==> src/design/sd_host_pkg.sv <==
// Purpose: Shared constants, types and helpers of the card host transfer block.
// Assumes: System clock of 25 MHz; word-wide register port.
// Notes: Offsets are byte addresses of 32-bit registers.
`default_nettype none
package sd_host_pkg;
	localparam int SYS_CLK_HZ = 25_000_000;
	localparam int CARD_MAX_DEF_HZ = 25_000_000;
	localparam int CARD_MAX_HS_HZ = 50_000_000;
	// Least half period of the card clock, in system cycles, per speed mode.
	localparam logic [7:0] HALF_MIN_DEF = 8'((SYS_CLK_HZ + 2 * CARD_MAX_DEF_HZ - 1) / (2 * CARD_MAX_DEF_HZ));
	localparam logic [7:0] HALF_MIN_HS = 8'((SYS_CLK_HZ + 2 * CARD_MAX_HS_HZ - 1) / (2 * CARD_MAX_HS_HZ));
	// Inputs pass a two-stage synchroniser, so a half period must outlast it.
	localparam logic [7:0] HALF_MIN_SYNC = 8'h03;

	localparam logic [7:0] OFS_MODE = 8'h00;
	localparam logic [7:0] OFS_CMD = 8'h04;
	localparam logic [7:0] OFS_ARG = 8'h08;
	localparam logic [7:0] OFS_BLK = 8'h0C;
	localparam logic [7:0] OFS_CLK = 8'h10;
	localparam logic [7:0] OFS_STAT = 8'h14;
	localparam logic [7:0] OFS_DMA = 8'h18;
	localparam logic [7:0] OFS_DATA = 8'h1C;
	localparam logic [7:0] OFS_RESP0 = 8'h20;
	localparam logic [7:0] OFS_RESP3 = 8'h2C;

	localparam int MODE_DIR_BIT = 4;
	localparam int MODE_ASTOP_LSB = 2;
	localparam int MODE_BLOCK_COUNTING_ON_BIT = 1;
	localparam int MODE_DMA_BIT = 0;
	localparam logic [1:0] ASTOP_ON = 2'h1;
	localparam logic [4:0] MODE_RST = 5'h00;

	localparam int CMD_RTYPE_LSB = 8;
	localparam int CMD_CRCCHK_BIT = 10;
	localparam int CMD_IDXCHK_BIT = 11;
	localparam int CMD_DATA_BIT = 12;
	localparam logic [1:0] RT_NONE = 2'h0;
	localparam logic [1:0] RT_LONG = 2'h1;
	localparam logic [1:0] RT_SHORT = 2'h2;
	localparam logic [1:0] RT_BUSY = 2'h3;
	localparam logic [5:0] STOP_CMD_INDEX = 6'h0C;

	localparam int BLK_SIZE_LSB = 16;
	localparam logic [11:0] BLK_SIZE_RST = 12'h200;
	localparam int CLK_HS_BIT = 8;
	localparam int CLK_EN_BIT = 9;
	localparam int CLK_WIDE_BIT = 10;
	localparam logic [7:0] CLK_DIV_RST = 8'hFF;

	localparam int ST_CMD_BUSY = 0;
	localparam int ST_DAT_BUSY = 1;
	localparam int ST_IDX_ERR = 2;
	localparam int ST_CRC_ERR = 3;
	localparam int ST_CMD_DONE = 4;
	localparam int ST_XFER_DONE = 5;
	localparam int ST_RX_READY = 6;
	localparam int ST_TX_EMPTY = 7;
	localparam int ST_TIMEOUT = 8;

	localparam logic [7:0] CMD_BITS = 8'd48;
	localparam logic [7:0] SHORT_BITS = 8'd48;
	localparam logic [7:0] LONG_BITS = 8'd136;
	localparam logic [7:0] RESPONSE_BITS_TIMEOUT_CLKS = 8'd64;
	localparam logic [4:0] DATA_CRC_BITS = 5'd16;
	localparam logic [4:0] WR_STATUS_CLKS = 5'd8;
	localparam logic [4:0] WR_GAP_CLKS = 5'd2;

	typedef enum logic [4:0] {
		C_IDLE = 5'b00001,
		C_SEND = 5'b00010,
		C_WAIT = 5'b00100,
		C_RECV = 5'b01000,
		C_BUSY = 5'b10000
	} cmd_state_t;

	typedef enum logic [4:0] {
		D_IDLE = 5'b00001,
		D_START = 5'b00010,
		D_XFER = 5'b00100,
		D_CRC = 5'b01000,
		D_STAT = 5'b10000
	} dat_state_t;

	// Card streams bytes in memory order; the bus word is little-endian.
	function automatic logic [31:0] byte_swap(input logic [31:0] w);
		byte_swap = {w[7:0], w[15:8], w[23:16], w[31:24]};
	endfunction

	// One serial step of the data-line CRC16.
	function automatic logic [15:0] crc16_step(input logic [15:0] c, input logic b);
		logic fb;
		fb = b ^ c[15];
		crc16_step = {c[14:12], c[11] ^ fb, c[10:5], c[4] ^ fb, c[3:0], fb};
	endfunction
endpackage
`default_nettype wire

==> src/design/card_clk_div.sv <==
// Purpose: Card clock divider with rise and fall strobes.
// Assumes: Half period of at least one system cycle.
// Notes: Hold only parks the clock low, so the card never sees a short pulse.
`timescale 1ns/100ps
`default_nettype none
module card_clk_div import sd_host_pkg::*; (
	input wire logic clock,
	input wire logic rst,
	input wire logic run,
	input wire logic hold,
	input wire logic [7:0] half,
	output logic card_clk,
	output logic rise,
	output logic fall
);
	typedef struct packed {
		logic [7:0] cnt;
		logic clk;
		logic rise;
		logic fall;
	} div_state_t;

	div_state_t s_reg, s_next;

	// Toggle every half period; a rise is withheld while hold is high.
	always_comb begin
		s_next = s_reg;
		s_next.rise = 1'b0;
		s_next.fall = 1'b0;
		if (!run) begin
			s_next.cnt = 8'h00;
			s_next.clk = 1'b0;
		end else if (s_reg.cnt >= half - 8'h01) begin
			s_next.cnt = 8'h00;
			if (s_reg.clk) begin
				s_next.clk = 1'b0;
				s_next.fall = 1'b1;
			end else if (!hold) begin
				s_next.clk = 1'b1;
				s_next.rise = 1'b1;
			end
		end else begin
			s_next.cnt = s_reg.cnt + 8'h01;
		end
	end

	// State register.
	always_ff @(posedge clock) begin
		if (rst) begin
			s_reg <= '0;
		end else begin
			s_reg <= s_next;
		end
	end

	assign card_clk = s_reg.clk;
	assign rise = s_reg.rise;
	assign fall = s_reg.fall;
endmodule
`default_nettype wire

==> src/design/crc7_serial.sv <==
// Purpose: Serial CRC7 for command and response frames.
// Assumes: One bit per enable, most significant bit first.
// Notes: Clear wins over enable.
`timescale 1ns/100ps
`default_nettype none
module crc7_serial import sd_host_pkg::*; (
	input wire logic clock,
	input wire logic rst,
	input wire logic clear,
	input wire logic en,
	input wire logic din,
	output logic [6:0] crc
);
	typedef struct packed {
		logic [6:0] c;
	} crc_state_t;

	crc_state_t s_reg, s_next;
	logic fb;

	// Polynomial x^7 + x^3 + 1.
	always_comb begin
		s_next = s_reg;
		fb = din ^ s_reg.c[6];
		if (clear) begin
			s_next.c = 7'h00;
		end else if (en) begin
			s_next.c = {s_reg.c[5:3], s_reg.c[2] ^ fb, s_reg.c[1:0], fb};
		end
	end

	// State register.
	always_ff @(posedge clock) begin
		if (rst) begin
			s_reg <= '0;
		end else begin
			s_reg <= s_next;
		end
	end

	assign crc = s_reg.c;
endmodule
`default_nettype wire

==> src/design/sd_card_host_cmd_xfer.sv <==
// Purpose: Card host command, response and block transfer engine.
// Assumes: Register port and memory port run on the system clock.
// Notes: Card clock is stopped low while the word buffer is not ready.
`timescale 1ns/100ps
`default_nettype none
module sd_card_host_cmd_xfer import sd_host_pkg::*; (
	input wire logic clock,
	input wire logic rst,
	input wire logic bus_sel,
	input wire logic bus_we,
	input wire logic [7:0] bus_addr,
	input wire logic [31:0] bus_wdata,
	output logic [31:0] bus_rdata,
	output logic bus_ack,
	output logic dma_req,
	output logic dma_we,
	output logic [31:0] dma_addr,
	output logic [31:0] dma_wdata,
	input wire logic [31:0] dma_rdata,
	input wire logic dma_ack,
	output logic card_clk,
	input wire logic cmd_in,
	output logic cmd_out,
	output logic cmd_oe_n,
	input wire logic [3:0] dat_in,
	output logic [3:0] dat_out,
	output logic [3:0] dat_oe_n
);
	typedef struct packed {
		logic [4:0] mode;
		logic [5:0] command_index_field;
		logic [1:0] rtype;
		logic crc_chk;
		logic idx_chk;
		logic data_cmd;
		logic [31:0] arg;
		logic [15:0] blk_cnt;
		logic [11:0] blk_size;
		logic [7:0] div;
		logic hs;
		logic clk_en;
		logic wide;
		logic [31:0] maddr;
		logic [3:0][31:0] response_bits;
		logic idx_err;
		logic crc_err;
		logic tmo_err;
		logic cmd_done;
		logic xfer_done;
		cmd_state_t cst;
		dat_state_t dst;
		logic [4:0] sync1;
		logic [4:0] sync2;
		logic [39:0] csr;
		logic [7:0] ccnt;
		logic [135:0] rsr;
		logic [7:0] rcnt;
		logic is_stop;
		logic stop_pend;
		logic [31:0] sreg;
		logic [5:0] sbits;
		logic [31:0] wbuf;
		logic wfull;
		logic [11:0] bytes_left;
		logic [9:0] fetch_left;
		logic [15:0] blocks_left;
		logic [4:0] dcnt;
		logic [3:0][15:0] dcrc;
		logic cmd_o;
		logic cmd_oe_n;
		logic [3:0] dat_o;
		logic [3:0] dat_oe_n;
		logic mreq;
		logic mwe;
		logic [31:0] rdata;
		logic ack;
	} host_state_t;

	host_state_t s_reg, s_next;
	logic rise, fall, hold;
	logic [7:0] half;
	logic [6:0] tx_crc, rx_crc;
	logic tclr, ten, rclr, ren, rdin;
	logic cmd_bit, rd, dma, shortr, blk_end, start_data;
	logic set_idx, set_crc, set_tmo, set_cdone, set_xdone;
	logic [3:0] dat_now, ob;
	logic [5:0] step;
	logic [7:0] rlen;
	logic [31:0] nsr, clr;
	logic [135:0] nrs;

	// Clamp the half period to the mode limit and the input synchroniser.
	always_comb begin
		half = s_reg.div;
		if (half < (s_reg.hs ? HALF_MIN_HS : HALF_MIN_DEF)) begin
			half = s_reg.hs ? HALF_MIN_HS : HALF_MIN_DEF;
		end
		if (half < HALF_MIN_SYNC) begin
			half = HALF_MIN_SYNC;
		end
	end

	// Park the clock while the word buffer blocks the next word.
	assign hold = (s_reg.dst == D_XFER) && (s_reg.mode[MODE_DIR_BIT] ? s_reg.wfull :
		(s_reg.sbits == 6'd0 && !s_reg.wfull && s_reg.bytes_left != 12'h000));

	card_clk_div u_div (
		.clock(clock),
		.rst(rst),
		.run(s_reg.clk_en),
		.hold(hold),
		.half(half),
		.card_clk(card_clk),
		.rise(rise),
		.fall(fall)
	);

	crc7_serial u_tx_crc (
		.clock(clock),
		.rst(rst),
		.clear(tclr),
		.en(ten),
		.din(s_reg.csr[39]),
		.crc(tx_crc)
	);

	crc7_serial u_rx_crc (
		.clock(clock),
		.rst(rst),
		.clear(rclr),
		.en(ren),
		.din(rdin),
		.crc(rx_crc)
	);

	// Whole next-state function: registers, command engine, data engine, memory port.
	always_comb begin
		s_next = s_reg;
		s_next.ack = 1'b0;
		s_next.sync1 = {cmd_in, dat_in};
		s_next.sync2 = s_reg.sync1;
		cmd_bit = s_reg.sync2[4];
		dat_now = s_reg.sync2[3:0];
		rd = s_reg.mode[MODE_DIR_BIT];
		dma = s_reg.mode[MODE_DMA_BIT];
		shortr = (s_reg.rtype != RT_LONG);
		rlen = shortr ? SHORT_BITS : LONG_BITS;
		step = s_reg.wide ? 6'd4 : 6'd1;
		ob = s_reg.wide ? s_reg.sreg[31:28] : {3'b111, s_reg.sreg[31]};
		nsr = s_reg.wide ? {s_reg.sreg[27:0], dat_now} : {s_reg.sreg[30:0], dat_now[0]};
		nrs = {s_reg.rsr[134:0], cmd_bit};
		tclr = 1'b0;
		ten = 1'b0;
		rclr = 1'b0;
		ren = 1'b0;
		rdin = cmd_bit;
		blk_end = 1'b0;
		start_data = 1'b0;
		set_idx = 1'b0;
		set_crc = 1'b0;
		set_tmo = 1'b0;
		set_cdone = 1'b0;
		set_xdone = 1'b0;
		clr = 32'h0000_0000;

		// Register port: one-cycle answer to every selected access.
		if (bus_sel && !s_reg.ack) begin
			s_next.ack = 1'b1;
			s_next.rdata = 32'h0000_0000;
			if (bus_we) begin
				case (bus_addr)
					OFS_MODE: s_next.mode = bus_wdata[4:0];
					OFS_CMD: begin
						// A command written while one is in flight is ignored.
						if (s_reg.cst == C_IDLE && !s_reg.stop_pend) begin
							s_next.command_index_field = bus_wdata[5:0];
							s_next.rtype = bus_wdata[CMD_RTYPE_LSB +: 2];
							s_next.crc_chk = bus_wdata[CMD_CRCCHK_BIT];
							s_next.idx_chk = bus_wdata[CMD_IDXCHK_BIT];
							s_next.data_cmd = bus_wdata[CMD_DATA_BIT];
							s_next.csr = {2'b01, bus_wdata[5:0], s_reg.arg};
							s_next.is_stop = 1'b0;
							s_next.ccnt = 8'h00;
							s_next.cst = C_SEND;
							tclr = 1'b1;
						end
					end
					OFS_ARG: s_next.arg = bus_wdata;
					OFS_BLK: begin
						s_next.blk_cnt = bus_wdata[15:0];
						s_next.blk_size = bus_wdata[BLK_SIZE_LSB +: 12];
					end
					OFS_CLK: begin
						s_next.div = bus_wdata[7:0];
						s_next.hs = bus_wdata[CLK_HS_BIT];
						s_next.clk_en = bus_wdata[CLK_EN_BIT];
						s_next.wide = bus_wdata[CLK_WIDE_BIT];
					end
					OFS_STAT: clr = bus_wdata;
					OFS_DMA: s_next.maddr = bus_wdata;
					OFS_DATA: begin
						if (!rd && !dma && !s_reg.wfull && s_reg.fetch_left != 10'h000) begin
							s_next.wbuf = bus_wdata;
							s_next.wfull = 1'b1;
							s_next.fetch_left = s_reg.fetch_left - 10'h001;
						end
					end
					default: ;
				endcase
			end else begin
				case (bus_addr)
					OFS_MODE: s_next.rdata = {27'h0, s_reg.mode};
					OFS_CMD: s_next.rdata = {19'h0, s_reg.data_cmd, s_reg.idx_chk, s_reg.crc_chk,
						s_reg.rtype, 2'h0, s_reg.command_index_field};
					OFS_ARG: s_next.rdata = s_reg.arg;
					OFS_BLK: s_next.rdata = {4'h0, s_reg.blk_size, s_reg.blk_cnt};
					OFS_CLK: s_next.rdata = {21'h0, s_reg.wide, s_reg.clk_en, s_reg.hs, s_reg.div};
					OFS_STAT: s_next.rdata = {23'h0, s_reg.tmo_err,
						!rd && !s_reg.wfull && s_reg.fetch_left != 10'h000,
						rd && s_reg.wfull, s_reg.xfer_done, s_reg.cmd_done, s_reg.crc_err,
						s_reg.idx_err, s_reg.dst != D_IDLE, s_reg.cst != C_IDLE};
					OFS_DMA: s_next.rdata = s_reg.maddr;
					OFS_DATA: begin
						s_next.rdata = s_reg.wbuf;
						if (rd && !dma && s_reg.wfull) begin
							s_next.wfull = 1'b0;
						end
					end
					default: begin
						if (bus_addr >= OFS_RESP0 && bus_addr <= OFS_RESP3) begin
							s_next.rdata = s_reg.response_bits[bus_addr[3:2]];
						end
					end
				endcase
			end
		end

		// Command engine: drive on falling edges, sample on rising edges.
		case (s_reg.cst)
			C_IDLE: begin
				if (s_reg.stop_pend) begin
					s_next.stop_pend = 1'b0;
					s_next.is_stop = 1'b1;
					s_next.command_index_field = STOP_CMD_INDEX;
					s_next.rtype = RT_BUSY;
					s_next.crc_chk = 1'b1;
					s_next.idx_chk = 1'b1;
					s_next.data_cmd = 1'b0;
					s_next.csr = {2'b01, STOP_CMD_INDEX, 32'h0000_0000};
					s_next.ccnt = 8'h00;
					s_next.cst = C_SEND;
					tclr = 1'b1;
				end
			end
			C_SEND: begin
				if (fall) begin
					s_next.ccnt = s_reg.ccnt + 8'h01;
					s_next.cmd_oe_n = 1'b0;
					if (s_reg.ccnt < 8'd40) begin
						s_next.cmd_o = s_reg.csr[39];
						s_next.csr = {s_reg.csr[38:0], 1'b0};
						ten = 1'b1;
					end else if (s_reg.ccnt < CMD_BITS - 8'd1) begin
						s_next.cmd_o = tx_crc[3'(8'd46 - s_reg.ccnt)];
					end else if (s_reg.ccnt == CMD_BITS - 8'd1) begin
						s_next.cmd_o = 1'b1;
					end else begin
						s_next.cmd_oe_n = 1'b1;
						s_next.rcnt = 8'h00;
						rclr = 1'b1;
						if (s_reg.rtype == RT_NONE) begin
							s_next.cst = C_IDLE;
							set_cdone = 1'b1;
						end else begin
							s_next.cst = C_WAIT;
						end
					end
				end
			end
			C_WAIT: begin
				if (rise) begin
					if (!cmd_bit) begin
						s_next.rsr = {135'h0, cmd_bit};
						s_next.rcnt = 8'h01;
						s_next.cst = C_RECV;
						ren = shortr;
					end else if (s_reg.rcnt == RESPONSE_BITS_TIMEOUT_CLKS) begin
						set_tmo = 1'b1;
						set_cdone = 1'b1;
						s_next.cst = C_IDLE;
					end else begin
						s_next.rcnt = s_reg.rcnt + 8'h01;
					end
				end
			end
			C_RECV: begin
				if (rise) begin
					s_next.rsr = nrs;
					s_next.rcnt = s_reg.rcnt + 8'h01;
					ren = shortr ? (s_reg.rcnt < 8'd40) : (s_reg.rcnt >= 8'd8 && s_reg.rcnt < 8'd128);
					if (s_reg.rcnt == rlen - 8'd1) begin
						if (s_reg.crc_chk && rx_crc != nrs[7:1]) begin
							set_crc = 1'b1;
						end
						if (s_reg.idx_chk && shortr && nrs[45:40] != s_reg.command_index_field) begin
							set_idx = 1'b1;
						end
						if (!shortr) begin
							s_next.response_bits[0] = nrs[39:8];
							s_next.response_bits[1] = nrs[71:40];
							s_next.response_bits[2] = nrs[103:72];
							s_next.response_bits[3] = {8'h00, nrs[127:104]};
						end else if (s_reg.is_stop) begin
							s_next.response_bits[3] = nrs[39:8];
						end else begin
							s_next.response_bits[0] = nrs[39:8];
						end
						s_next.rcnt = 8'h00;
						if (s_reg.rtype == RT_BUSY) begin
							s_next.cst = C_BUSY;
						end else begin
							s_next.cst = C_IDLE;
							set_cdone = 1'b1;
							start_data = s_reg.data_cmd;
						end
					end
				end
			end
			C_BUSY: begin
				// The card may take two clocks before it pulls the data line low.
				if (rise) begin
					if (s_reg.rcnt < 8'd2) begin
						s_next.rcnt = s_reg.rcnt + 8'h01;
					end else if (dat_now[0]) begin
						s_next.cst = C_IDLE;
						set_cdone = 1'b1;
						start_data = s_reg.data_cmd;
					end
				end
			end
			default: s_next.cst = C_IDLE;
		endcase

		// Data engine: one block at a time, word by word through the buffer.
		case (s_reg.dst)
			D_IDLE: ;
			D_START: begin
				if (rd && rise && !dat_now[0]) begin
					s_next.dst = D_XFER;
				end else if (!rd && fall) begin
					if (s_reg.dcnt < WR_GAP_CLKS) begin
						s_next.dcnt = s_reg.dcnt + 5'h01;
					end else begin
						s_next.dat_o = 4'h0;
						s_next.dat_oe_n = s_reg.wide ? 4'h0 : 4'hE;
						s_next.dst = D_XFER;
					end
				end
			end
			D_XFER: begin
				if (rd && rise) begin
					s_next.sreg = nsr;
					s_next.sbits = s_reg.sbits + step;
					if (s_reg.sbits + step == 6'd32) begin
						s_next.wbuf = byte_swap(nsr);
						s_next.wfull = 1'b1;
						s_next.sbits = 6'd0;
						s_next.bytes_left = s_reg.bytes_left - 12'h004;
						if (s_reg.bytes_left == 12'h004) begin
							s_next.dcnt = 5'h00;
							s_next.dst = D_CRC;
						end
					end
				end else if (!rd && rise && s_reg.sbits == 6'd0 && s_reg.wfull) begin
					s_next.sreg = byte_swap(s_reg.wbuf);
					s_next.wfull = 1'b0;
					s_next.sbits = 6'd32;
				end else if (!rd && fall && s_reg.sbits != 6'd0) begin
					s_next.dat_o = ob;
					for (int l = 0; l < 4; l++) begin
						s_next.dcrc[l] = crc16_step(s_reg.dcrc[l], ob[l]);
					end
					s_next.sreg = s_reg.wide ? {s_reg.sreg[27:0], 4'h0} : {s_reg.sreg[30:0], 1'b0};
					s_next.sbits = s_reg.sbits - step;
					if (s_reg.sbits == step) begin
						s_next.bytes_left = s_reg.bytes_left - 12'h004;
						if (s_reg.bytes_left == 12'h004) begin
							s_next.dcnt = 5'h00;
							s_next.dst = D_CRC;
						end
					end
				end
			end
			D_CRC: begin
				// Read CRC is skipped; write CRC is sent per lane, then the end bit.
				if (rd && rise) begin
					s_next.dcnt = s_reg.dcnt + 5'h01;
					blk_end = (s_reg.dcnt == DATA_CRC_BITS);
				end else if (!rd && fall) begin
					s_next.dcnt = s_reg.dcnt + 5'h01;
					if (s_reg.dcnt < DATA_CRC_BITS) begin
						for (int l = 0; l < 4; l++) begin
							s_next.dat_o[l] = s_reg.dcrc[l][15];
							s_next.dcrc[l] = {s_reg.dcrc[l][14:0], 1'b0};
						end
					end else if (s_reg.dcnt == DATA_CRC_BITS) begin
						s_next.dat_o = 4'hF;
					end else begin
						s_next.dat_oe_n = 4'hF;
						s_next.dcnt = 5'h00;
						s_next.dst = D_STAT;
					end
				end
			end
			D_STAT: begin
				if (rise) begin
					if (s_reg.dcnt < WR_STATUS_CLKS) begin
						s_next.dcnt = s_reg.dcnt + 5'h01;
					end else begin
						blk_end = dat_now[0];
					end
				end
			end
			default: s_next.dst = D_IDLE;
		endcase

		// Block end: count down, or finish and arm the automatic stop.
		if (blk_end) begin
			if (!s_reg.mode[MODE_BLOCK_COUNTING_ON_BIT] || s_reg.blocks_left <= 16'h0001) begin
				s_next.dst = D_IDLE;
				set_xdone = 1'b1;
				if (s_reg.mode[MODE_BLOCK_COUNTING_ON_BIT] && s_reg.mode[MODE_ASTOP_LSB +: 2] == ASTOP_ON) begin
					s_next.stop_pend = 1'b1;
				end
			end else begin
				s_next.blocks_left = s_reg.blocks_left - 16'h0001;
				start_data = 1'b1;
			end
		end
		if (start_data) begin
			if (!blk_end) begin
				s_next.blocks_left = s_reg.blk_cnt;
			end
			s_next.dst = D_START;
			s_next.bytes_left = s_reg.blk_size;
			s_next.fetch_left = s_reg.blk_size[11:2];
			s_next.sbits = 6'd0;
			s_next.dcnt = 5'h00;
			s_next.dcrc = '0;
		end

		// Memory master moves one word per request while the engine mode is set.
		if (s_reg.mreq) begin
			if (dma_ack) begin
				s_next.mreq = 1'b0;
				s_next.maddr = s_reg.maddr + 32'h0000_0004; // Steps by one whole word.
				if (s_reg.mwe) begin
					s_next.wfull = 1'b0;
				end else begin
					s_next.wbuf = dma_rdata;
					s_next.wfull = 1'b1;
					s_next.fetch_left = s_reg.fetch_left - 10'h001;
				end
			end
		end else if (dma && s_reg.dst != D_IDLE) begin
			if (rd && s_reg.wfull) begin
				s_next.mreq = 1'b1;
				s_next.mwe = 1'b1;
			end else if (!rd && !s_reg.wfull && s_reg.fetch_left != 10'h000) begin
				s_next.mreq = 1'b1;
				s_next.mwe = 1'b0;
			end
		end

		// Sticky flags: a set in the same cycle as a clear wins.
		s_next.idx_err = (s_reg.idx_err & ~clr[ST_IDX_ERR]) | set_idx;
		s_next.crc_err = (s_reg.crc_err & ~clr[ST_CRC_ERR]) | set_crc;
		s_next.tmo_err = (s_reg.tmo_err & ~clr[ST_TIMEOUT]) | set_tmo;
		s_next.cmd_done = (s_reg.cmd_done & ~clr[ST_CMD_DONE]) | set_cdone;
		s_next.xfer_done = (s_reg.xfer_done & ~clr[ST_XFER_DONE]) | set_xdone;
	end

	// State register; pins idle released and high.
	always_ff @(posedge clock) begin
		if (rst) begin
			s_reg <= '0;
			s_reg.mode <= MODE_RST;
			s_reg.blk_size <= BLK_SIZE_RST;
			s_reg.div <= CLK_DIV_RST;
			s_reg.cst <= C_IDLE;
			s_reg.dst <= D_IDLE;
			s_reg.sync1 <= 5'h1F;
			s_reg.sync2 <= 5'h1F;
			s_reg.cmd_o <= 1'b1;
			s_reg.cmd_oe_n <= 1'b1;
			s_reg.dat_o <= 4'hF;
			s_reg.dat_oe_n <= 4'hF;
		end else begin
			s_reg <= s_next;
		end
	end

	assign bus_rdata = s_reg.rdata;
	assign bus_ack = s_reg.ack;
	assign dma_req = s_reg.mreq;
	assign dma_we = s_reg.mwe;
	assign dma_addr = s_reg.maddr;
	assign dma_wdata = s_reg.wbuf;
	assign cmd_out = s_reg.cmd_o;
	assign cmd_oe_n = s_reg.cmd_oe_n;
	assign dat_out = s_reg.dat_o;
	assign dat_oe_n = s_reg.dat_oe_n;
endmodule
`default_nettype wire

==> config.mk <==
export PLATFORM = sky130hd
export DESIGN_NAME = sd_card_host_cmd_xfer
export DESIGN_NICKNAME = d
export VERILOG_FILES = /design/src/design/sd_host_pkg.sv /design/src/design/card_clk_div.sv /design/src/design/crc7_serial.sv /design/src/design/sd_card_host_cmd_xfer.sv
export SDC_FILE = /design/constraint.sdc
export NUM_CORES = 2
export LEC_CHECK = 0
export ABC_AREA = 1
export BUFFER_PORTS_ARGS = -buffer_cell sky130_fd_sc_hd__buf_2
export CAP_MARGIN = 10
export CELL_PAD_IN_SITES_DETAIL_PLACEMENT = 1
export CELL_PAD_IN_SITES_GLOBAL_PLACEMENT = 1
export CORE_ASPECT_RATIO = 1.1
export CORE_UTILIZATION = 45
export DETAILED_ROUTE_END_ITERATION = 12
export PLACE_DENSITY_LB_ADDON = 0.25
export SYNTH_ARGS = -nofsm -noshare
export SYNTH_HDL_FRONTEND = slang
export SYNTH_SLANG_ARGS = --single-unit
==> constraint.sdc <==
create_clock -name clock -period 2.54 [get_ports clock]
set_input_delay 0.508 -clock clock [delete_from_list [all_inputs] [get_ports clock]]
set_output_delay 0.508 -clock clock [all_outputs]
set_load 0.05 [all_outputs]
==> results by group <==
Critical path
  – CP required: 3.11 ns
  – Critical Path Fanout Max: 23
  – CP Capture Type: register
  – WS Path Type: reg -> reg
  – WP data arrival: 2.94 ns
  – Critical path launch point type: register

Clock network
  – Clk pin slew, worst setup/hold paths: 0.06 ns
  – CTS tree: built
  – CTS Hold Bufs: 0
  – Number of buffers created by CTS: 79
  – Clock tree sinks: 703
  – H-tree Lvls: 3
  – CTS root buf: clkbuf_16
  – Worst skew pair latency: 0.64 ns
  – Clk buf depth: 3

Final layout
  – Nets: 4985
  – Final core utilization: 52.1%
  – Fraction of layout cells with a size suffix above 1: 12.8%
  – Most common cell after layout, fill and taps aside: nand2_1
  – Post-route insts no fill: 5964
  – Max reg flops: 432
  – Post-synthesis to final-layout area growth: 14.4%
  – Filler cells: 9709
  – Most frequent cells in the layout: nand2_1 (848), dfxtp_1 (701), a21oi_1 (595)

Global routing
  – Largest net degree at the start of global routing: 175
  – Initial antenna violation count: 5
  – First-pass GRT wire length: 207000 um
  – GRT Resource Usage Total: 34.0%
  – Vias in the first global route: 34900
  – GRT Residual Overflow: 0

Outcome
  – Outcome: finished, final reports clean

Detailed routing
  – Final WL: 136000 um
  – DRC viols: 0
  – Vias: 35200
  – Vias per cell: 5.90
  – DRT iter0 DRCs: 2823
  – Pre-antenna DRT Iters: 5
  – Drt wl/cell: 22.8 um
  – Post-route ant nets: 0

Floorplan
  – Core ar.: 76000 um2
  – Initial Utilization: 45.5%
  – Row Count: 106
  – Full die area: 78000 um2
  – Chip width: 266 um
  – Die Y: 293 um
  – IO Count: 192

Synthesis
  – Synth area leader: dfxtp_1
  – Register bit total from synthesis: 703
  – Yosys cell types: 54
  – Syn nets: 4944
  – Mean Syn Cell Area: 7.16 um2
  – Synth Instances: 4836
  – Ys flop type: dfxtp_1
  – Ys async rst share: 0%
  – Yosys Warn Count: 0
  – Yosys top cell area share: 40.7%
  – Post-synthesis cell area: 34600 um2
  – Post-synth EDFFs: 0
  – Top post-synthesis cells by area: dfxtp_1 (41%), nand2_1 (9.3%), a21oi_1 (8.6%)
  – Seq/Total Area, Yosys: 40.7%

Power and ir drop
  – Lkg Pwr: 15.5 nW
  – Clock Power Share: 50.9%
  – NetSw: 0.00557 W
  – Sw frac: 23.1%
  – Peak supply drop: 0.000525 V
  – Internal: 0.0185 W
  – Pwr dens: 609 nW/um2
  – Pwr Total: 0.0241 W
  – Sequential share of power: 45.9%
  – Gate power share: 3.2%

Hold path
  – Hold/Removal Path Class: in -> reg

Timing
  – Clock Skew: 0.0205 ns
  – FMAX: 421 MHz
  – Worst Max-Slew Pin Slew: 0.901 ns
  – Max Slew Vio Count: 0
  – Setup TNS after final layout: 0 ns
  – Period utilization: 93.5%
  – Setup Viol. Count Final: 0
  – Fin. Hold Viols: 0
  – Final Critical Period: 2.38 ns
  – Worst slew margin: 39.9%

Place
  – DP HPWL: 95800 um
  – Placed cells: 5818
  – Placer Congestion: 0.974
  – Port Buffers: 191

Run
  – Max-cap violations: 0
## final cells by class
cell class	instances	area, um2	area share, %
multi-input cells	3309	17000	42.9
flip-flops and latches	703	14100	35.6
repair buffers	392	3000	7.58
clock buffers	110	2270	5.75
inverters	392	1490	3.76
well taps	1026	1280	3.24
clock inverters	31	463	1.17
diodes	1	2.50	0.00632
## synthesized netlist by cell type, types with 4 or more instances
library cell	number
inv_1	372
nand4_1	164
nor4_1	5
a21oi_1	596
xor2_1	56
clkbuf_1	211
buf_6	7
nor3b_1	5
o31ai_1	10
nand2_1	856
clkinv_1	6
inv_2	12
a211oi_1	148
o21ai_1	20
o211ai_1	57
o21a_1	6
mux2i_1	40
nor2_2	15
ha_1	26
o2111ai_1	16
nor3_1	39
o221ai_1	5
buf_4	122
o21ai_0	344
o22ai_1	23
a21oi_2	11
xnor2_1	15
or2_2	17
buf_2	82
nor2_1	485
nand3_1	234
a22oi_1	36
a221oi_1	4
nand2_2	5
dfxtp_1	703
buf_1	9
a31oi_1	49
## repair_timing
item / 4_1_cts / 5_1_grt
setup endpoints to repair: 4 / 124
setup buffers: 0 / 3
gates resized for setup: 3 / 35
cloned: 0 / 1
pin swaps: 0 / 4
## worst paths after layout
| kind | from | to | slack [ns] | cells after the start |
|---|---|---|---|---|
| max | s_reg[114] | s_reg[93] | 0.16 | 13 |
| min | dat_in[0] | s_next[417] | 0.05 | 2 |
| max reg2reg | s_reg[114] | s_reg[93] | 0.16 | 13 |
| min reg2reg | s_next[421] | cmd_bit | 0.41 | 1 |
## per-layer routing
metal  share of wire [%]  routed length [um]  vias to the layer above  GRT usage, %
li1                    -                   -                    16400             -
met1                  42               56400                    17300          42.7
met2                  47               63200                     1167          55.9
met3                 6.5                8880                      325          5.67
met4                 5.4                7280                        8          17.7
met5               0.041                  55                        -             0
## through the flow
stage	hold WS [ns]	setup WS [ns]	area, um2
floorplan	0.389	0.195	34600
global placement	0.396	0.0446	36600
detailed placement	0.399	-0.103	36600
CTS	0.0228	0.0170	39400
global route	0.0449	-0.00409	39600
finish	0.0532	0.164	39600
## critical path: stages (launching register included)
cell and delay, ns:
dfxtp_1 0.33, inv_1 0.12, ha_1 0.24, o21ai_0 0.11
nor2_1 0.11, nand2_1 0.10, nand2_2 0.16, clkinvlp_4 0.19
nand2_8 0.19, nand2_4 0.08, inv_2 0.12, nand2_2 0.15
clkbuf_16 0.27, a21oi_1 0.14
## logic make-up after synthesis
family | synth area share, %
adder cells (fa/ha/maj) | 0.940
multiplexers | 1.16
buffers and inverters | 10.7
AND/OR/NAND/NOR | 22.9
AO/OA/AOI/OAI | 21.8
XOR/XNOR | 1.80
flip-flops | 40.7
## power groups by stage
stage | combinational, W | sequential, W | clock (W)
detailed placement | 0.000742 | 0.0113 | 0
finish | 0.000772 | 0.0111 | 0.0123
floorplan | 0.000351 | 0.0113 | 0
global route | 0.000800 | 0.0110 | 0.0129
global placement | 0.000736 | 0.0113 | 0
CTS | 0.000745 | 0.0111 | 0.0124
Note: power is estimated with default switching activity, not from simulation.
